### src/hdl/serial_flags_consts.svh
// Register offsets, field positions, reset values and frame lengths of the serial unit
`ifndef SERIAL_FLAGS_CONSTS_SVH
`define SERIAL_FLAGS_CONSTS_SVH

// Register byte offsets
`define OFS_MODE 8'h00
`define OFS_CTRL 8'h04
`define OFS_STATUS 8'h08
`define OFS_TXDATA 8'h0C
`define OFS_RXDATA 8'h10
`define OFS_PCTL 8'h14
`define OFS_PDATA 8'h18
`define OFS_DIV 8'h1C
`define OFS_INT_STAT 8'h20
`define OFS_INT_MASK 8'h24

// Mode register fields
`define MODE_SYNC 0
`define MODE_PAR_EN 1
`define MODE_ODD 2
`define MODE_MP 3

// Control register fields
`define CTRL_TE 0
`define CTRL_RE 1

// Status register fields
`define ST_TX_EMPTY_FLAG 7
`define ST_RX_FULL_FLAG 6
`define ST_PER 3
`define ST_TRANSMIT_END_FLAG 2
`define ST_MPB 1
`define ST_TX_MULTIPROC_BIT 0

// Interrupt event positions
`define INT_RX 0
`define INT_PER 1
`define INT_TXE 2
`define INT_TRANSMIT_END_FLAG 3

// Pin port modes, two bits per pin
`define PMD_OUT 2'h1
`define PMD_IN 2'h2

// Reset values
`define PCTL_RESET 4'h8
`define DIV_RESET 8'hFF

// Frame lengths in bit times
`define FRAME_SYNC 4'h8
`define FRAME_ASYNC 4'hA
`define FRAME_ASYNC_X 4'hB

`endif

### src/hdl/serial_flags_pkg.sv
// Types shared by the serial unit and its bit ticker
package serial_flags_pkg;

    typedef enum logic {LINK_IDLE, LINK_BUSY} link_state_t;

    typedef struct packed {
        logic [7:0] cnt;
    } tick_state_t;

    typedef struct packed {
        link_state_t tx_state;
        link_state_t rx_state;
        logic [10:0] tx_shift;
        logic [3:0] tx_bits;
        logic [10:0] rx_shift;
        logic [3:0] rx_bits;
        logic [7:0] tdr;
        logic [7:0] rdr;
        logic [3:0] mode;
        logic [1:0] ctrl;
        logic [7:0] div;
        logic [3:0] pctl;
        logic [1:0] pdata;
        logic tx_empty_flag;
        logic rx_full_flag;
        logic parity_error_flag;
        logic transmit_end_flag;
        logic rx_multiproc_bit;
        logic tx_multiproc_bit;
        logic arm_tx_empty_flag;
        logic arm_rx_full_flag;
        logic arm_per;
        logic [3:0] int_stat;
        logic [3:0] int_mask;
        logic [7:0] rdata;
        logic rxd_prev;
    } unit_state_t;

endpackage

### src/hdl/bit_tick_if.sv
// Bit timing carrier between the serial unit and a ticker
`timescale 1ns/1ps
`default_nettype none
interface bit_tick_if;
    logic [7:0] divisor;
    logic restart;
    logic tick;
    logic mid;
    logic low;
    modport gen (input divisor, input restart, output tick, output mid, output low);
    modport host (output divisor, output restart, input tick, input mid, input low);
endinterface
`default_nettype wire

### src/hdl/serial_status_error_mp_flags.sv
// Serial unit with parity error, transmit end and multiprocessor bit flags
//
// Implementation choices: the placing of the registers and the strobed register port.
`timescale 1ns/1ps
`default_nettype none
`include "serial_flags_consts.svh"
module serial_status_error_mp_flags
    import serial_flags_pkg::*;
(
    input wire logic ref_clk,
    input wire logic reset,
    input wire logic standby,
    input wire logic [7:0] reg_addr,
    input wire logic [7:0] reg_wdata,
    input wire logic reg_write,
    input wire logic reg_read,
    output logic [7:0] reg_rdata,
    output logic txd_out,
    output logic txd_oe,
    input wire logic rxd_in,
    input wire logic sck_in,
    output logic sck_out,
    output logic sck_oe,
    output logic irq
);
    localparam unit_state_t UNIT_RESET = '{
        tx_state: LINK_IDLE,
        rx_state: LINK_IDLE,
        tx_shift: 11'h7FF,
        tx_empty_flag: 1'b1,
        transmit_end_flag: 1'b1,
        div: `DIV_RESET,
        pctl: `PCTL_RESET,
        rxd_prev: 1'b1,
        default: '0
    };

    unit_state_t s_reg;
    unit_state_t s_next;
    logic tx_restart;
    logic rx_restart;
    logic tx_last;
    logic rx_done;
    logic par_bad;
    logic [3:0] ev;
    logic [10:0] rx_sh;
    logic [10:0] rx_fr;
    logic [7:0] rx_data;
    logic rx_xbit;
    logic sync_mode;
    logic extra_bit;
    logic tx_xbit;
    logic sck_rd;
    logic rxd_rd;
    logic st_wr;

    bit_tick_if tx_tk();
    bit_tick_if rx_tk();

    bit_ticker u_tx_tick (
        .ref_clk(ref_clk),
        .reset(reset),
        .port(tx_tk)
    );

    bit_ticker u_rx_tick (
        .ref_clk(ref_clk),
        .reset(reset),
        .port(rx_tk)
    );

    // Both tickers share the software divisor
    assign tx_tk.divisor = s_reg.div;
    assign rx_tk.divisor = s_reg.div;
    assign tx_tk.restart = tx_restart;
    assign rx_tk.restart = rx_restart;

    // Frame shape from the mode register
    assign sync_mode = s_reg.mode[`MODE_SYNC];
    assign extra_bit = !sync_mode && (s_reg.mode[`MODE_PAR_EN] || s_reg.mode[`MODE_MP]);
    assign st_wr = reg_write && (reg_addr == `OFS_STATUS);

    // The multiprocessor bit takes the parity slot, so only one of them is sent
    assign tx_xbit = s_reg.mode[`MODE_MP] ? s_reg.tx_multiproc_bit : (^s_reg.tdr ^ s_reg.mode[`MODE_ODD]);

    // Received frame alignment; a frame without the extra bit sits one place higher
    assign rx_sh = {rxd_in, s_reg.rx_shift[10:1]};
    assign rx_fr = extra_bit ? rx_sh : {1'b1, rx_sh[10:1]};
    assign rx_data = sync_mode ? rx_sh[10:3] : rx_fr[8:1];
    assign rx_xbit = rx_fr[9];

    // Parity is checked in async parity frames only
    assign par_bad = !sync_mode && s_reg.mode[`MODE_PAR_EN] && !s_reg.mode[`MODE_MP] &&
                     ((^rx_data ^ rx_xbit) != s_reg.mode[`MODE_ODD]);

    // Port data read-back of the clock and receive pins
    assign sck_rd = (s_reg.pctl[3:2] == `PMD_IN) ? sck_in : s_reg.pdata[1];
    assign rxd_rd = s_reg.ctrl[`CTRL_RE] ? rxd_in : s_reg.pdata[0];

    // Pins: the serial engine owns TxD while transmit is enabled
    assign txd_out = s_reg.ctrl[`CTRL_TE] ? s_reg.tx_shift[0] :
                     ((s_reg.pctl[1:0] == `PMD_OUT) ? s_reg.pdata[0] : 1'b1);
    assign txd_oe = s_reg.ctrl[`CTRL_TE] || (s_reg.pctl[1:0] == `PMD_OUT);
    assign sck_oe = (sync_mode && s_reg.tx_state == LINK_BUSY) || (s_reg.pctl[3:2] == `PMD_OUT);
    assign sck_out = (sync_mode && s_reg.tx_state == LINK_BUSY) ? !tx_tk.low : s_reg.pdata[1];

    assign reg_rdata = s_reg.rdata;
    assign irq = |(s_reg.int_stat & s_reg.int_mask);

    // Next state; software clears come first so that hardware sets win
    always_comb begin
        s_next = s_reg;
        tx_restart = 1'b0;
        rx_restart = 1'b0;
        tx_last = 1'b0;
        rx_done = 1'b0;
        ev = 4'h0;
        s_next.rxd_prev = rxd_in;
        s_next.rdata = 8'h00;

        // Register reads; a status read arms the clear of the empty, full and parity error flags seen at one
        if (reg_read) begin
            case (reg_addr)
                `OFS_MODE: s_next.rdata = {4'h0, s_reg.mode};
                `OFS_CTRL: s_next.rdata = {6'h00, s_reg.ctrl};
                `OFS_STATUS: begin
                    s_next.rdata = {s_reg.tx_empty_flag, s_reg.rx_full_flag, 2'h0, s_reg.parity_error_flag, s_reg.transmit_end_flag, s_reg.rx_multiproc_bit, s_reg.tx_multiproc_bit};
                    s_next.arm_tx_empty_flag = s_reg.tx_empty_flag;
                    s_next.arm_rx_full_flag = s_reg.rx_full_flag;
                    s_next.arm_per = s_reg.parity_error_flag;
                end
                `OFS_TXDATA: s_next.rdata = s_reg.tdr;
                `OFS_RXDATA: s_next.rdata = s_reg.rdr;
                `OFS_PCTL: s_next.rdata = {4'h0, s_reg.pctl};
                `OFS_PDATA: s_next.rdata = {6'h00, sck_rd, rxd_rd};
                `OFS_DIV: s_next.rdata = s_reg.div;
                `OFS_INT_STAT: s_next.rdata = {4'h0, s_reg.int_stat};
                `OFS_INT_MASK: s_next.rdata = {4'h0, s_reg.int_mask};
                default: s_next.rdata = 8'h00;
            endcase
        end

        // Register writes
        if (reg_write) begin
            case (reg_addr)
                `OFS_MODE: s_next.mode = reg_wdata[3:0];
                `OFS_CTRL: s_next.ctrl = reg_wdata[1:0];
                `OFS_STATUS: begin
                    // Transmit end and received multiprocessor bit take no write
                    if (s_reg.arm_tx_empty_flag && !reg_wdata[`ST_TX_EMPTY_FLAG]) begin
                        s_next.tx_empty_flag = 1'b0;
                        s_next.transmit_end_flag = 1'b0;
                    end
                    if (s_reg.arm_rx_full_flag && !reg_wdata[`ST_RX_FULL_FLAG]) begin
                        s_next.rx_full_flag = 1'b0;
                    end
                    if (s_reg.arm_per && !reg_wdata[`ST_PER]) begin
                        s_next.parity_error_flag = 1'b0;
                    end
                    s_next.tx_multiproc_bit = reg_wdata[`ST_TX_MULTIPROC_BIT];
                    s_next.arm_tx_empty_flag = 1'b0;
                    s_next.arm_rx_full_flag = 1'b0;
                    s_next.arm_per = 1'b0;
                end
                `OFS_TXDATA: s_next.tdr = reg_wdata;
                `OFS_PCTL: s_next.pctl = reg_wdata[3:0];
                `OFS_PDATA: s_next.pdata = reg_wdata[1:0];
                `OFS_DIV: s_next.div = reg_wdata;
                `OFS_INT_STAT: s_next.int_stat = s_reg.int_stat & ~reg_wdata[3:0];
                `OFS_INT_MASK: s_next.int_mask = reg_wdata[3:0];
                default: s_next.int_mask = s_next.int_mask;
            endcase
        end

        // Transmitter; a parity error holds it only in sync mode
        case (s_reg.tx_state)
            LINK_IDLE: begin
                if (s_reg.ctrl[`CTRL_TE] && !s_reg.tx_empty_flag && !(sync_mode && s_reg.parity_error_flag)) begin
                    // The extra bit is latched here, so later writes do not disturb a frame
                    if (sync_mode) begin
                        s_next.tx_shift = {3'h7, s_reg.tdr};
                        s_next.tx_bits = `FRAME_SYNC;
                    end else if (extra_bit) begin
                        s_next.tx_shift = {1'b1, tx_xbit, s_reg.tdr, 1'b0};
                        s_next.tx_bits = `FRAME_ASYNC_X;
                    end else begin
                        s_next.tx_shift = {2'h3, s_reg.tdr, 1'b0};
                        s_next.tx_bits = `FRAME_ASYNC;
                    end
                    s_next.tx_empty_flag = 1'b1;
                    ev[`INT_TXE] = 1'b1;
                    tx_restart = 1'b1;
                    s_next.tx_state = LINK_BUSY;
                end
            end
            LINK_BUSY: begin
                if (tx_tk.tick) begin
                    s_next.tx_shift = {1'b1, s_reg.tx_shift[10:1]};
                    s_next.tx_bits = s_reg.tx_bits - 4'h1;
                    if (s_reg.tx_bits == 4'h1) begin
                        tx_last = 1'b1;
                        s_next.tx_state = LINK_IDLE;
                    end
                end
            end
            default: s_next.tx_state = LINK_IDLE;
        endcase

        // Last bit out with nothing waiting ends the transmission
        if (tx_last && s_reg.tx_empty_flag) begin
            s_next.transmit_end_flag = 1'b1;
            ev[`INT_TRANSMIT_END_FLAG] = 1'b1;
        end

        // Dropping transmit enable aborts the frame and marks the end
        if (!s_next.ctrl[`CTRL_TE]) begin
            s_next.tx_state = LINK_IDLE;
            s_next.tx_shift = 11'h7FF;
        end
        if (s_reg.ctrl[`CTRL_TE] && !s_next.ctrl[`CTRL_TE]) begin
            s_next.transmit_end_flag = 1'b1;
        end

        // Receiver; a pending parity error blocks any new frame
        case (s_reg.rx_state)
            LINK_IDLE: begin
                if (s_reg.ctrl[`CTRL_RE] && !s_reg.parity_error_flag) begin
                    if (sync_mode) begin
                        rx_restart = 1'b1;
                        s_next.rx_bits = `FRAME_SYNC;
                        s_next.rx_state = LINK_BUSY;
                    end else if (s_reg.rxd_prev && !rxd_in) begin
                        // Start bit edge realigns sampling to mid-bit
                        rx_restart = 1'b1;
                        s_next.rx_bits = extra_bit ? `FRAME_ASYNC_X : `FRAME_ASYNC;
                        s_next.rx_state = LINK_BUSY;
                    end
                end
            end
            LINK_BUSY: begin
                if (rx_tk.mid) begin
                    s_next.rx_shift = rx_sh;
                    s_next.rx_bits = s_reg.rx_bits - 4'h1;
                    if (s_reg.rx_bits == 4'h1) begin
                        rx_done = 1'b1;
                        s_next.rx_state = LINK_IDLE;
                    end
                end
            end
            default: s_next.rx_state = LINK_IDLE;
        endcase

        // Frame end: the receiver sets flags only here, so receive disable leaves them alone
        if (rx_done) begin
            if (!sync_mode && s_reg.mode[`MODE_MP]) begin
                s_next.rx_multiproc_bit = rx_xbit;
            end
            if (par_bad) begin
                s_next.parity_error_flag = 1'b1;
                s_next.rdr = rx_data;
                ev[`INT_PER] = 1'b1;
            end else if (!s_reg.rx_full_flag) begin
                s_next.rdr = rx_data;
                s_next.rx_full_flag = 1'b1;
                ev[`INT_RX] = 1'b1;
            end
        end

        // Receive disable abandons a frame; flag and bit values are kept
        if (!s_next.ctrl[`CTRL_RE]) begin
            s_next.rx_state = LINK_IDLE;
        end

        // Sticky interrupt status, set over clear
        s_next.int_stat = s_next.int_stat | ev;

        // Standby forces the empty, full, parity error and transmit end flags to their reset values and stops both engines
        if (standby) begin
            s_next.parity_error_flag = 1'b0;
            s_next.transmit_end_flag = 1'b1;
            s_next.tx_empty_flag = 1'b1;
            s_next.rx_full_flag = 1'b0;
            s_next.tx_state = LINK_IDLE;
            s_next.rx_state = LINK_IDLE;
            s_next.tx_shift = 11'h7FF;
        end
    end

    always_ff @(posedge ref_clk) begin
        if (reset) begin
            s_reg <= UNIT_RESET;
        end else begin
            s_reg <= s_next;
        end
    end
endmodule
`default_nettype wire

### src/hdl/bit_ticker.sv
// Bit period counter with end, middle and first-half markers
`timescale 1ns/1ps
`default_nettype none
module bit_ticker
    import serial_flags_pkg::*;
(
    input wire logic ref_clk,
    input wire logic reset,
    bit_tick_if.gen port
);
    tick_state_t s_reg;
    tick_state_t s_next;

    // Markers decode the registered counter, so they follow a restart one clock later
    assign port.tick = (s_reg.cnt == port.divisor);
    assign port.mid = (s_reg.cnt == (port.divisor >> 1));
    assign port.low = (s_reg.cnt <= (port.divisor >> 1));

    // A restart realigns the period to a line edge
    always_comb begin
        s_next = s_reg;
        if (port.restart || port.tick) begin
            s_next.cnt = 8'h00;
        end else begin
            s_next.cnt = s_reg.cnt + 8'h01;
        end
    end

    always_ff @(posedge ref_clk) begin
        if (reset) begin
            s_reg <= '{cnt: 8'h00};
        end else begin
            s_reg <= s_next;
        end
    end
endmodule
`default_nettype wire

### config.mk
export PLATFORM = sky130hd
export DESIGN_NAME = serial_status_error_mp_flags
export DESIGN_NICKNAME = d
export VERILOG_FILES = /design/src/hdl/serial_flags_pkg.sv /design/src/hdl/bit_tick_if.sv /design/src/hdl/serial_status_error_mp_flags.sv /design/src/hdl/bit_ticker.sv
export VERILOG_INCLUDE_DIRS = /design/src /design/src/hdl
export SDC_FILE = /design/constraint.sdc
export NUM_CORES = 1
export LEC_CHECK = 0
export ABC_AREA = 0
export BUFFER_PORTS_ARGS = -buffer_cell sky130_fd_sc_hd__buf_2
export CAP_MARGIN = 20
export CORE_ASPECT_RATIO = 0.5
export CORE_MARGIN = 2
export CORE_UTILIZATION = 47
export DETAILED_ROUTE_END_ITERATION = 16
export PLACE_DENSITY = 0.64
export SLEW_MARGIN = 20
export SYNTH_ARGS = -nofsm -noshare
export SYNTH_HDL_FRONTEND = slang
export SYNTH_HIERARCHICAL = 1
export SYNTH_SLANG_ARGS = --single-unit
### constraint.sdc
create_clock -name ref_clk -period 6.2 [get_ports ref_clk]
set_input_delay 0.93 -clock ref_clk [delete_from_list [all_inputs] [get_ports ref_clk]]
set_output_delay 0.93 -clock ref_clk [all_outputs]
set_load 0.02 [all_outputs]
### Word-level counts from Yosys, hierarchy flattened

Cells that the tools add are included.

| operators by class | value |
|---|---|
| add/subtract/negate cells | 4 |
| $lt $le $gt $ge | 1 |
| eq/ne operators | 24 |
| muxes and demuxes | 67 |
| bitwise operators | 11 |
| reduce and logical (&&, ||, !) cells | 56 |

Operators by type and width:

| cell | count |
|---|---|
| $pmux W8 S10 | 1 |
| $mux W1 | 36 |
| $eq A8 B5 Y1 const B | 4 |
| $mux W4 | 8 |
| $mux W8 | 4 |
| $mux W15 | 2 |
| $pmux W15 S2 | 1 |
| $mux W14 | 2 |
| $reduce_and A2 Y1 | 11 |
| $mux W20 | 1 |
| $add A8 B1 Y8 const B | 2 |
| $eq A8 B4 Y1 const B | 2 |
| $eq A8 B6 Y1 const B | 2 |
| $eq A8 B8 Y1 | 2 |
| $logic_and A1 B1 Y1 | 16 |
| $reduce_xor A8 Y1 | 2 |
| $logic_not A1 Y1 | 11 |
| $mux W11 | 1 |
| $mux W10 | 1 |
| $mux W3 | 3 |
| $and A4 B4 Y4 | 2 |
| $eq A4 B1 Y1 const B | 2 |
| $eq A8 B3 Y1 const B | 1 |
| $eq A8 B7 Y1 | 1 |
| other kinds (21) | 45 |

| storage, ports and cells | value |
|---|---|
| register bits after elaboration | 110 |
| input port bits | 23 |
| output and inout port bits | 13 |
| logic and storage cells | 191 |

### Depth between registers and ports, before layout

| logic depth | value |
|---|---|
| word-level depth | 11 |
| gate-level depth with buffers | 10 |
| gate-level depth less buffers | 10 |

### Cells and area by module

Netlist, hierarchy kept.

By module, submodules not included:

| module | times used | cells an instance | area each (um^2) | seq. area each (um^2) |
|---|---|---|---|---|
| serial_status_error_mp_flags | 1 | 592 | 4,779.6 | 1,821.7 |
| bit_ticker | 2 | 69 | 599.3 | 160.2 |

### Least setup slack after synthesis

Ideal clock, no wire load.

| timing | value |
|---|---|
| path kind | flip-flop to output port |
| from | reg s_reg[42] (netlist bit) |
| to | out sck_out |
| arrival time | 1.916 ns |
| required time | 5.270 ns |
| slack | 3.354 ns |
| stages on the path, launching flop included | 7 |
| path buffers | 4 |
| path through | dfxtp_1 -> buf_6 -> buf_6 -> clkbuf_1 -> clkbuf_1 -> nand2_1 -> o21ai_0 |

| on the way | value |
|---|---|
| cells in the longest elaborated chain, start to end | 2 |

Ends and longest elaborated chain:

| item | line | source |
|---|---|---|
| start: declaration | serial_status_error_mp_flags.sv:38 | `unit_state_t s_reg;` |
| start signal: assignment | serial_status_error_mp_flags.sv:293 | `s_reg <= s_next;` |
| $logic_and A1 B1 Y1 | serial_status_error_mp_flags.sv:105 | `assign sck_out = (sync_mode && s_reg.tx_state == LINK_BUSY) ? !tx_tk.low : s_reg.pdata[1];` |
| $mux W1 | serial_status_error_mp_flags.sv:105 |  |
| end: declaration | serial_status_error_mp_flags.sv:22 | `output logic sck_out,` |

Every way passes these cells.

### Worst setup path in the final report

| timing | value |
|---|---|
| from | reg s_reg (netlist bit rx_tk.divisor[6]) |
| to | reg s_reg[52] (netlist bit) |

| on the way | value |
|---|---|
| cells in the longest elaborated chain, start to end | 4 |

Ends and longest elaborated chain:

| item | line | source |
|---|---|---|
| $eq A8 B7 Y1 | bit_ticker.sv:16 | `assign port.mid = (s_reg.cnt == (port.divisor >> 1));` |
| named net rx_tk.mid | bit_tick_if.sv:8 | `logic mid;` |
| $mux W1 | serial_status_error_mp_flags.sv:241 | `if (rx_tk.mid) begin` |
| $mux W1 | serial_status_error_mp_flags.sv:225 | `case (s_reg.rx_state)` |
| $reduce_and A2 Y1 (no line) | n/a |  |

The timed path passes the listed nets, and every way through them passes these cells.
A chain may end at the register's enable or synchronous reset.

==> impl_results.md <==
- Detailed placement HPWL: 10500 um
- Clock transition at the registers of the reported paths: 0.07 ns
- Final net count: 769
- Number of placed I/O pins: 36
- Flip-flop count of the largest register, all copies and words added: 66
- RSZ-0062 raised after global routing: no
- Yosys warnings: 6
- Worst voltage drop across the vdd grid: 0.119 mV
- Core area: 12100 um2
- Synth-to-layout area growth: 7.84%
- Post-route antenna net violation count: 0
- Port Buffers: 35
- Final antenna diode count: 0
- Last weighted congestion value of the routability-driven placer: 0.876
- Final TNS setup: 0 ns
- Data arrival time of the worst path: 3.44 ns
- # DRC: 0
- Max Fclk: 313 MHz
- Number of gates given a new drive strength after cts: 0
- Syn avg cell area: 8.22 um2
- Headroom to the max-slew limit: 31.1%
- Initial antenna violation count: 0
- Number of detailed-routing iterations run before antenna repair: 5
- Final Max Slew Viols: 0
- Layout Cells excl Fill: 895
- Most common cell after layout, fill and taps aside: sky130_fd_sc_hd__nand2_1
- Vias in the first global route: 4539
- H-tree depth reported by CTS: 3
- Leading cell types in the layout, fill and taps excluded: 109 x sky130_fd_sc_hd__nand2_1, 107 x sky130_fd_sc_hd__dfxtp_1, 78 x sky130_fd_sc_hd__nor2_1
- Average wire per standard cell: 16.2 um
- Quantity of hold-fixing buffers added after cts: 0
- Initial core utilization: 49.2%
- Number of standard-cell rows in the floorplan: 28
- Run status: finished clean
- Fraction of layout instances using a drive strength above 1: 12.3%
- Final wirelength: 14500 um
- DP Cell Count: 880
- Mapped Cells: 721
- Floorplan die width: 163 um
- Post-Syn Nets: 764
- Peak fanout along the critical path: 14
- Clock network latency to the later pin of the worst-skew pair: 0.35 ns
- Clock tree from TritonCTS: yes
- Leak: 2.56 nW
- All-Layer GR Usage: 22.3%
- Setup clock skew after layout: 0.00530 ns
- Count of max-cap constraint violations: 0
- Setup CP Type: flip-flop to flip-flop
- Critical path data required time: 6.44 ns
- Least-Margin Pin Slew: 1.03 ns
- Clock sinks: 107
- Category of the worst setup path launch point: flip-flop
- Final cycle utilization of the critical path: 51.6%
- Total vias in the final route: 4985
- Final Hold Viols: 0
- Maximum root-to-sink buffer count: 2
- Final setup violating endpoints: 0
- Wire length of the first global-routing pass: 23800 um
- Clock Root Buffer: sky130_fd_sc_hd__clkbuf_16
- Post-CTS Setup Inserts: 0
- Vertical extent of the die: 83.4 um
- Die outline area: 13600 um2
- Crit. End Element: flip-flop
- Number of vias per cell after detailed routing: 5.57
- Mapped Area: 5920 um2
- Power density of the placed cells: 203 nW/um2
- Minimum period implied by the final worst setup slack: 3.20 ns
- Initial DRC count: 395
- Final global-route overflow total: 0
- Num CTS Buffers: 9
- Worst min-delay path class: flip-flop to flip-flop
- Maximum number of pins on one net before global-route repair: 43
## power breakdown
group	internal [mW]	total [mW]	switching (mW)
clock network	0.282	0.537	0.256
logic	0.0217	0.0628	0.0411
registers	0.691	0.697	0.00633
## worst max-delay path: stages, from the launching register on
cell and delay, ns:
sky130_fd_sc_hd__dfxtp_1 0.45, sky130_fd_sc_hd__inv_1 0.07, sky130_fd_sc_hd__ha_1 0.29, sky130_fd_sc_hd__nand3_1 0.07
sky130_fd_sc_hd__nor3b_1 0.21, sky130_fd_sc_hd__and4_1 0.35, sky130_fd_sc_hd__and2_0 0.57, sky130_fd_sc_hd__nand3_1 0.30
sky130_fd_sc_hd__nor2_1 0.29, sky130_fd_sc_hd__a21oi_4 0.17, sky130_fd_sc_hd__mux2_4 0.32
## per-stage QoR
stage | util [%] | setup slack [ns] | total power, mW | instance area (um2) | hold WS, ns
6_report | 53.0 | 3.00 | 1.30 | 6390 | 0.458
5_1_grt | 53.0 | 2.64 | 1.35 | 6390 | 0.481
4_1_cts | 53.0 | 2.98 | 1.31 | 6390 | 0.455
3_5_place_dp | 50.8 | 2.99 | 0.775 | 6120 | 0.444
3_3_place_gp | 50.8 | 3.12 | 0.774 | 6120 | 0.444
2_1_floorplan | - | 3.35 | 0.750 | 5920 | 0.432
## final timing paths
path | slack [ns] | start | end | cells after the start
max | 3.00 | rx_tk.divisor[6] | s_reg[52] | 10
min | 0.46 | rx_sh[1] | rx_sh[1] | 2
max reg2reg | 3.00 | rx_tk.divisor[6] | s_reg[52] | 10
min reg2reg | 0.46 | rx_sh[1] | rx_sh[1] | 2
## area by class of cell
type                    instances  area, um2
fillers                      1172       5660
multi-input cells             541       3450
flip-flops and latches        107       2140
clock buffers                  11        243
repair buffers                 42        228
well taps                     165        206
inverters                      25       93.8
clock inverters                 4       26.3
## metal layers
layer	vias up	global-route usage, %	routed length (um)
met2	132	34.1	6450
met1	2360	31.8	6970
li1	2480	-	-
met3	13	4.85	938
met5	-	0	0
met4	0	5.39	163
No activity file was read; power rests on OpenSTA's default activity.
